### src/smd_consts.svh
// Address windows and widths for the screen memory decoder.
// Assumes a 20-bit processor address and byte-wide data.
`ifndef SMD_CONSTS_SVH
`define SMD_CONSTS_SVH
`define SMD_ADDR_W      20
`define SMD_DATA_W      8
`define SMD_RAM_AW      11
`define SMD_PRI_LO      20'h00030
`define SMD_PRI_HI      20'h007ff
`define SMD_ALI_LO      20'h01030
`define SMD_ALI_HI      20'h017ff
`define SMD_FIFO_DEPTH  8
`define SMD_ROW_CHARS   80
`define SMD_ROW_TIME_US 617
`endif

### src/smd_pkg.sv
// Types shared by the screen memory decoder files.
// Assumes smd_consts.svh is on the include path.
`include "smd_consts.svh"
package smd_pkg;
   typedef logic [`SMD_ADDR_W-1:0] smd_addr_t;
   typedef logic [`SMD_DATA_W-1:0] smd_data_t;
   typedef logic [`SMD_RAM_AW-1:0] smd_ram_addr_t;
   typedef enum logic [1:0] {
      SMD_IDLE = 2'b00,
      SMD_BUSY = 2'b01
   } smd_cyc_t;
endpackage : smd_pkg

### src/smd_fifo.sv
// Synchronous FIFO with valid/ready on both sides.
// Assumes one clock, active-high asynchronous reset and a clock enable.
`timescale 1ns/1ps
module smd_fifo #(
   parameter int WIDTH = 8,
   parameter int DEPTH = 8
) (
   input  wire logic             mclk,
   input  wire logic             rst,
   input  wire logic             ce,
   input  wire logic [WIDTH-1:0] in_data,
   input  wire logic             in_valid,
   output logic                  in_ready,
   output logic      [WIDTH-1:0] out_data,
   output logic                  out_valid,
   input  wire logic             out_ready
);
   localparam int AW = $clog2(DEPTH);
   logic [WIDTH-1:0] mem_q [DEPTH];
   logic [AW-1:0]    wp_q, wp_d, rp_q, rp_d;
   logic [AW:0]      cnt_q, cnt_d;
   logic             push, pop;

   function automatic logic [AW-1:0] nxt(input logic [AW-1:0] p);
      nxt = (p == AW'(DEPTH-1)) ? '0 : AW'(p + 1'b1);
   endfunction : nxt

   assign push      = in_valid && in_ready;
   assign pop       = out_valid && out_ready;
   assign in_ready  = (cnt_q != (AW+1)'(DEPTH));
   assign out_valid = (cnt_q != '0);
   assign out_data  = mem_q[rp_q];

   always_comb begin
      wp_d  = push ? nxt(wp_q) : wp_q;
      rp_d  = pop ? nxt(rp_q) : rp_q;
      cnt_d = cnt_q;
      if (push && !pop) begin
         cnt_d = (AW+1)'(cnt_q + 1'b1);
      end else if (pop && !push) begin
         cnt_d = (AW+1)'(cnt_q - 1'b1);
      end
   end

   always_ff @(posedge mclk or posedge rst) begin
      if (rst) begin
         wp_q  <= '0;
         rp_q  <= '0;
         cnt_q <= '0;
      end else if (ce) begin
         wp_q  <= wp_d;
         rp_q  <= rp_d;
         cnt_q <= cnt_d;
      end
   end

   // Storage needs no reset; count gates validity
   always_ff @(posedge mclk) begin
      if (ce && push) begin
         mem_q[wp_q] <= in_data;
      end
   end
endmodule : smd_fifo

### src/smd_decoder.sv
// Screen memory decoder emulating DMA into the CRT row buffers.
// Assumes a processor bus on mclk, qualified by a per-cycle strobe.
// Operation
// RULE1 - Addresses 30H..7FFH select the screen RAM.
// RULE2 - Addresses 1030H..17FFH select the same screen RAM cells.
// RULE3 - A read in the alias window also strobes a row buffer write.
// RULE4 - One bus cycle moves one byte, read data going to the buffer.
// RULE5 - The processor uses primary addresses for ordinary accesses.
// RULE6 - The processor supplies 80 characters per 617 us row period.
// RULE7 - Outside accesses and alias writes give no row buffer strobe.
`timescale 1ns/1ps
`include "smd_consts.svh"
module smd_decoder #(
   parameter int FIFO_DEPTH = `SMD_FIFO_DEPTH
) (
   input  wire logic                   mclk,
   input  wire logic                   rst,
   input  wire logic                   ce,
   input  wire logic                   bus_cyc,
   input  wire logic                   bus_rd,
   input  wire logic                   bus_wr,
   input  wire smd_pkg::smd_addr_t     bus_addr,
   input  wire smd_pkg::smd_data_t     bus_wdata,
   output      smd_pkg::smd_data_t     bus_rdata_q,
   output      logic                   bus_ack_q,
   output      logic                   ram_sel_q,
   output      logic                   ram_we_q,
   output      smd_pkg::smd_ram_addr_t ram_addr_q,
   output      smd_pkg::smd_data_t     ram_wdata_q,
   input  wire smd_pkg::smd_data_t     ram_rdata,
   output      logic                   row_wr_q,
   output      smd_pkg::smd_data_t     row_data_q,
   input  wire logic                   row_ready
);
   import smd_pkg::*;

   function automatic logic in_win(input smd_addr_t a, input smd_addr_t lo,
                                   input smd_addr_t hi);
      in_win = (a >= lo) && (a <= hi);
   endfunction : in_win

   smd_cyc_t      st_q, st_d;
   logic          pri, ali, hit, alias_rd;
   logic          ram_sel_d, ram_we_d, ack_d, row_wr_d, ali_q, ali_d;
   smd_ram_addr_t ram_addr_d;
   smd_data_t     ram_wdata_d, rdata_d, row_data_d;
   logic          f_in_ready, f_out_valid, f_pop;
   smd_data_t     f_out_data;

   assign pri      = in_win(bus_addr, `SMD_PRI_LO, `SMD_PRI_HI); // [RULE1]
   assign ali      = in_win(bus_addr, `SMD_ALI_LO, `SMD_ALI_HI); // [RULE2]
   assign hit      = pri || ali;
   assign alias_rd = ali && bus_rd; // [RULE3] [RULE7]

   // Cycle engine: select RAM, then answer next edge with RAM data
   always_comb begin
      st_d        = st_q;
      ram_sel_d   = 1'b0;
      ram_we_d    = 1'b0;
      ram_addr_d  = ram_addr_q;
      ram_wdata_d = ram_wdata_q;
      ack_d       = 1'b0;
      rdata_d     = bus_rdata_q;
      ali_d       = ali_q;
      case (st_q)
         SMD_IDLE: begin
            // Alias reads wait for FIFO room so no byte is dropped
            if (bus_cyc && (bus_rd || bus_wr) && !bus_ack_q &&
                (!alias_rd || f_in_ready)) begin
               if (hit) begin
                  ram_sel_d   = 1'b1; // [RULE1] [RULE2]
                  ram_we_d    = bus_wr;
                  // Low 11 bits fold alias onto primary cell
                  ram_addr_d  = bus_addr[`SMD_RAM_AW-1:0]; // [RULE2]
                  ram_wdata_d = bus_wdata;
                  ali_d       = alias_rd;
                  st_d        = SMD_BUSY;
               end else begin
                  ack_d   = 1'b1; // [RULE7]
                  rdata_d = '0;
               end
            end
         end
         SMD_BUSY: begin
            ack_d   = 1'b1;
            rdata_d = ram_rdata;
            st_d    = SMD_IDLE;
         end
         default: st_d = SMD_IDLE;
      endcase
   end

   always_ff @(posedge mclk or posedge rst) begin
      if (rst) begin
         st_q        <= SMD_IDLE;
         ram_sel_q   <= 1'b0;
         ram_we_q    <= 1'b0;
         ram_addr_q  <= '0;
         ram_wdata_q <= '0;
         bus_ack_q   <= 1'b0;
         bus_rdata_q <= '0;
         ali_q       <= 1'b0;
      end else if (ce) begin
         st_q        <= st_d;
         ram_sel_q   <= ram_sel_d;
         ram_we_q    <= ram_we_d;
         ram_addr_q  <= ram_addr_d;
         ram_wdata_q <= ram_wdata_d;
         bus_ack_q   <= ack_d;
         bus_rdata_q <= rdata_d;
         ali_q       <= ali_d;
      end
   end

   // Same byte the RAM returns to the bus enters the row path
   smd_fifo #(.WIDTH(`SMD_DATA_W), .DEPTH(FIFO_DEPTH)) u_fifo (
      .mclk      (mclk),
      .rst       (rst),
      .ce        (ce),
      .in_data   (ram_rdata),
      .in_valid  (st_q == SMD_BUSY && ali_q), // [RULE3] [RULE4]
      .in_ready  (f_in_ready),
      .out_data  (f_out_data),
      .out_valid (f_out_valid),
      .out_ready (f_pop)
   );

   // Row strobe is a one-cycle pulse; buffer stalls it via row_ready
   assign f_pop = f_out_valid && row_ready && !row_wr_q;

   always_comb begin
      row_wr_d   = f_pop; // [RULE3] [RULE7]
      row_data_d = f_pop ? f_out_data : row_data_q;
   end

   always_ff @(posedge mclk or posedge rst) begin
      if (rst) begin
         row_wr_q   <= 1'b0;
         row_data_q <= '0;
      end else if (ce) begin
         row_wr_q   <= row_wr_d;
         row_data_q <= row_data_d;
      end
   end
endmodule : smd_decoder

### config.mk
export PLATFORM = sky130hd
export DESIGN_NAME = smd_decoder
export DESIGN_NICKNAME = d
export VERILOG_FILES = /design/src/smd_pkg.sv /design/src/smd_fifo.sv /design/src/smd_decoder.sv
export VERILOG_INCLUDE_DIRS = /design/src /design/src/src
export SDC_FILE = /design/constraint.sdc
export NUM_CORES = 1
export LEC_CHECK = 0
export ABC_AREA = 1
export CAP_MARGIN = 25
export CORE_ASPECT_RATIO = 1.4
export CORE_MARGIN = 4
export CORE_UTILIZATION = 50
export DETAILED_ROUTE_END_ITERATION = 8
export DONT_BUFFER_PORTS = 1
export GPL_ROUTABILITY_DRIVEN = 0
export SETUP_SLACK_MARGIN = 0.1
export SYNTH_ARGS = -nofsm -noshare
export SYNTH_HDL_FRONTEND = slang
export SYNTH_HIERARCHICAL = 1
export SYNTH_SLANG_ARGS = --single-unit
### constraint.sdc
create_clock -name mclk -period 4.15 [get_ports mclk]
set_input_delay 0.83 -clock mclk [delete_from_list [all_inputs] [get_ports mclk]]
set_output_delay 0.83 -clock mclk [all_outputs]
set_load 0.01 [all_outputs]
==> flow_summary.toml <==
[run_status]
status = "finished clean"

[synth]
yosysSeqAreaShare_pct = 62.9
synth.distinct_cells = 31
avgSynthCellArea_um2 = 10.1
syn_nets = 553
synthesis.instances = 502
syn-cell-area_mm2 = 0.00508
ys_warn_count = 6
yosys_register_bits = 115

[worst_setup_path]
crit_fanout = 6
reg2reg_from = "u_fifo/cnt_q[0]"
regToRegEndpoint = "u_fifo/cnt_q[3]"
r2r_cells = 13
endpoint_kind = "register"
worstSetupStartpointType = "register"
required_ns = 4.45
critical_path_class = "reg -> reg"
reg2reg_slack_ns = 1.70
arrival_ns = 2.75

[pwr]
share_seq_of_total_power_pct = 45.7
combPwrFrac_pct = 1.3
p_per_area_mw_per_mm2 = 465
p_int_uw = 2160
vdd_drop_max_v = 0.000296
p_sw_share_pct = 19.1
p_leak_uw = 0.00261
switchingPower_uw = 509
clkPwrFrac_pct = 53.0

[clock_network]
clkSinkCount = 115
cts_inserted_buffers = 17
post_cts_buffers = 0
holdBufCountCts = 0
cts_root_buffer = "clkbuf_16"
cts.clk_slew.worst_paths_ns = 0.05
ctsResizeCount = 0
tritoncts = "yes"
cts.htree.levels = 4
clockBufferDepth = 2
clk_latency_ns = 0.41

[placed_design]
hpwlAfterDp_mm = 7.51
dp.cells = 627
portBuffers = 0
dpl_cell_area_mm2 = 0.00516

[global_routing]
grt_pass1_vias = 3410
grt_usage_pct = 19.7
overflow = 0
grt_antenna_before_repair = 0
grt_pass1_wl_mm = 17.6
grt_max_degree = 38

[timing]
slew_headroom_pct = 38.5
fin_skew_ns = 0.0115
slew_viol_final = 0
finalCritPeriodShare_pct = 59.1
fin_crit_ns = 2.45
whs_ns = 0.185
setup_viol = 0
rsz0062_at_grt = "false"
max_freq_ghz = 0.408
worst_slew_pin_slew_ns = 0.916
tns_ns = 0
hold_viol_final = 0

[finish]
syn_to_final_growth_pct = 13.1
fin_area_mm2 = 0.00575
final_nets = 562
drive_gt1_share_pct = 13.2
stdcell_count = 659
diodes = 0

[floorplan]
die-area_mm2 = 0.0119
start_util_pct = 51.4
die_h_um = 127
boundaryPins = 82
coreArea_mm2 = 0.00990
die_x_um = 93.2
fp-row-count = 43

[job]
cap_violations = 0

[routing]
wl_met2_mm = 5.71
drt_wl_total_mm = 10.9
vias = 3446
post-route-drc-count = 0
ant_nets = 0
drt_iter0_drc = 191
drt-pass1-iter-count = 4
dr.max_layer_used = "met4"
wl_met3_um = 730
wirelength_met1_mm = 4.32
wl_per_cell_um = 16.6
vias_per_cell = 5.23

[worst_hold_path]
hold_path_class = "in -> async"
[worst max-delay path, stage by stage (launching register included)]
cell and delay, ns:
dfrtp_1 0.46, nor2_2 0.09, nand3_1 0.18, nand2_1 0.08, nor2_1 0.27, nand2_1 0.10, ha_1 0.20, inv_1 0.13
ha_1 0.29, or2_2 0.30, nand2_1 0.07, nand2_1 0.05, nand3_1 0.07, nand2_1 0.05
[layout make-up]
cell class | count | area, um2
Sequential cell | 115 | 3200
Inverter | 27 | 101
Clock buffer | 25 | 528
Timing Repair Buffer | 10 | 75.1
Tap cell | 135 | 169
Clock inverter | 7 | 63.8
Multi-Input combinational cell | 340 | 1610
Fill cell | 875 | 4150
[routing by layer]
metal	up-vias	GRT usage (%)
met5	-	0
met2	111	33.0
met3	21	6.77
met1	1635	22.6
li1	1679	-
met4	0	8.89
[flip-flops by register name (all words and copies together), names as in the netlist, 3 cells and up]
signal / cells
u_fifo/mem_q: 64
ram_addr_q: 11
bus_rdata_q: 8
ram_wdata_q: 8
row_data_q: 8
u_fifo/cnt_q: 4
u_fifo/rp_q: 3
u_fifo/wp_q: 3
[worst max-delay path by stage]
stage | start | cells past startpoint | end
final | u_fifo/cnt_q[0] | 13 | u_fifo/cnt_q[3]
after global routing | u_fifo/cnt_q[0] | 13 | u_fifo/cnt_q[3]
after CTS | u_fifo/cnt_q[0] | 13 | u_fifo/cnt_q[3]
after detailed placement | row_ready | 11 | u_fifo/cnt_q[3]
after global placement | row_ready | 11 | u_fifo/cnt_q[3]
after floorplan | row_ready | 11 | u_fifo/cnt_q[3]
[stage by stage]
step                      utilization (%)  power [uW]  worst slack (ns)
final                                58.1        2670              1.70
after global routing                 58.1        2760              1.44
after CTS                            58.1        2690              1.69
after detailed placement             52.1        1280              1.64
after global placement               52.1        1280              1.68
after floorplan                         -        1270              1.78
[synth_stat cells]
library cell	number	area, um2
nand2_1	192	721
edfxtp_1	64	1920
dfrtp_1	51	1280
nand3_1	34	170
nor2_1	27	101
inv_1	22	82.6
o21ai_0	19	95.1
o21ai_1	16	80.1
buf_6	10	113
mux2_2	8	90.1
nor3_1	8	40.0
ha_1	7	87.6
nand4_1	7	43.8
buf_2	5	25.0
inv_2	5	18.8
nand2_2	5	31.3
buf_4	4	30.0
nand3_2	3	30.0
nor2_2	3	18.8
a21oi_1	1	5.00
and2_2	1	7.51
and2_4	1	8.76
and3_1	1	6.26
clkbuf_1	1	3.75
fa_1	1	20.0
nand2_4	1	11.3
nor2_4	1	11.3
nor3_2	1	10.0
or2_2	1	6.26
xnor2_1	1	8.76
xor2_1	1	8.76
[kinds of logic after synthesis]
logic type | count (synthesis) | synth area share [%]
AND/OR/NAND/NOR | 286 | 23.9
flip-flops | 115 | 62.9
buffers and inverters | 47 | 5.37
AO/OA/AOI/OAI | 36 | 3.54
multiplexers | 8 | 1.77
adder cells (fa/ha/maj) | 8 | 2.12
XOR/XNOR | 2 | 0.345
[power groups by stage]
| stage | logic [uW] | registers (uW) | clock network, uW |
|---|---|---|---|
| floorplan | 31.4 | 1240 | 0 |
| global placement | 34.3 | 1240 | 0 |
| detailed placement | 35.4 | 1240 | 0 |
| CTS | 35.2 | 1220 | 1440 |
| global route | 40.4 | 1220 | 1500 |
| finish | 34.3 | 1220 | 1410 |
[placed cells by master (no fill, tap or decap)]
cell | netlist | layout
a21oi_1 | 1 | 1
and2_2 | 1 | 1
and2_4 | 1 | 1
and3_1 | 1 | 1
buf_4 | 4 | 10
bufinv_16 | 0 | 1
clkbuf_1 | 1 | 3
clkbuf_16 | 0 | 19
clkbuf_8 | 0 | 3
clkinv_1 | 0 | 1
clkinv_2 | 0 | 3
dfrtp_1 | 51 | 51
edfxtp_1 | 64 | 64
fa_1 | 1 | 1
ha_1 | 7 | 7
inv_1 | 22 | 21
inv_2 | 5 | 5
inv_4 | 0 | 3
mux2_2 | 8 | 8
nand2_1 | 192 | 192
nand2_2 | 5 | 5
nand2_4 | 1 | 1
nand3_1 | 34 | 34
nand3_2 | 3 | 3
nand4_1 | 7 | 7
nor2_1 | 27 | 27
nor2_2 | 3 | 3
nor2_4 | 1 | 1
nor3_1 | 8 | 8
nor3_2 | 1 | 1
o21ai_0 | 19 | 19
o21ai_1 | 16 | 16
or2_2 | 1 | 1
xnor2_1 | 1 | 1
xor2_1 | 1 | 1
No activity file was read; power rests on OpenSTA's default activity.
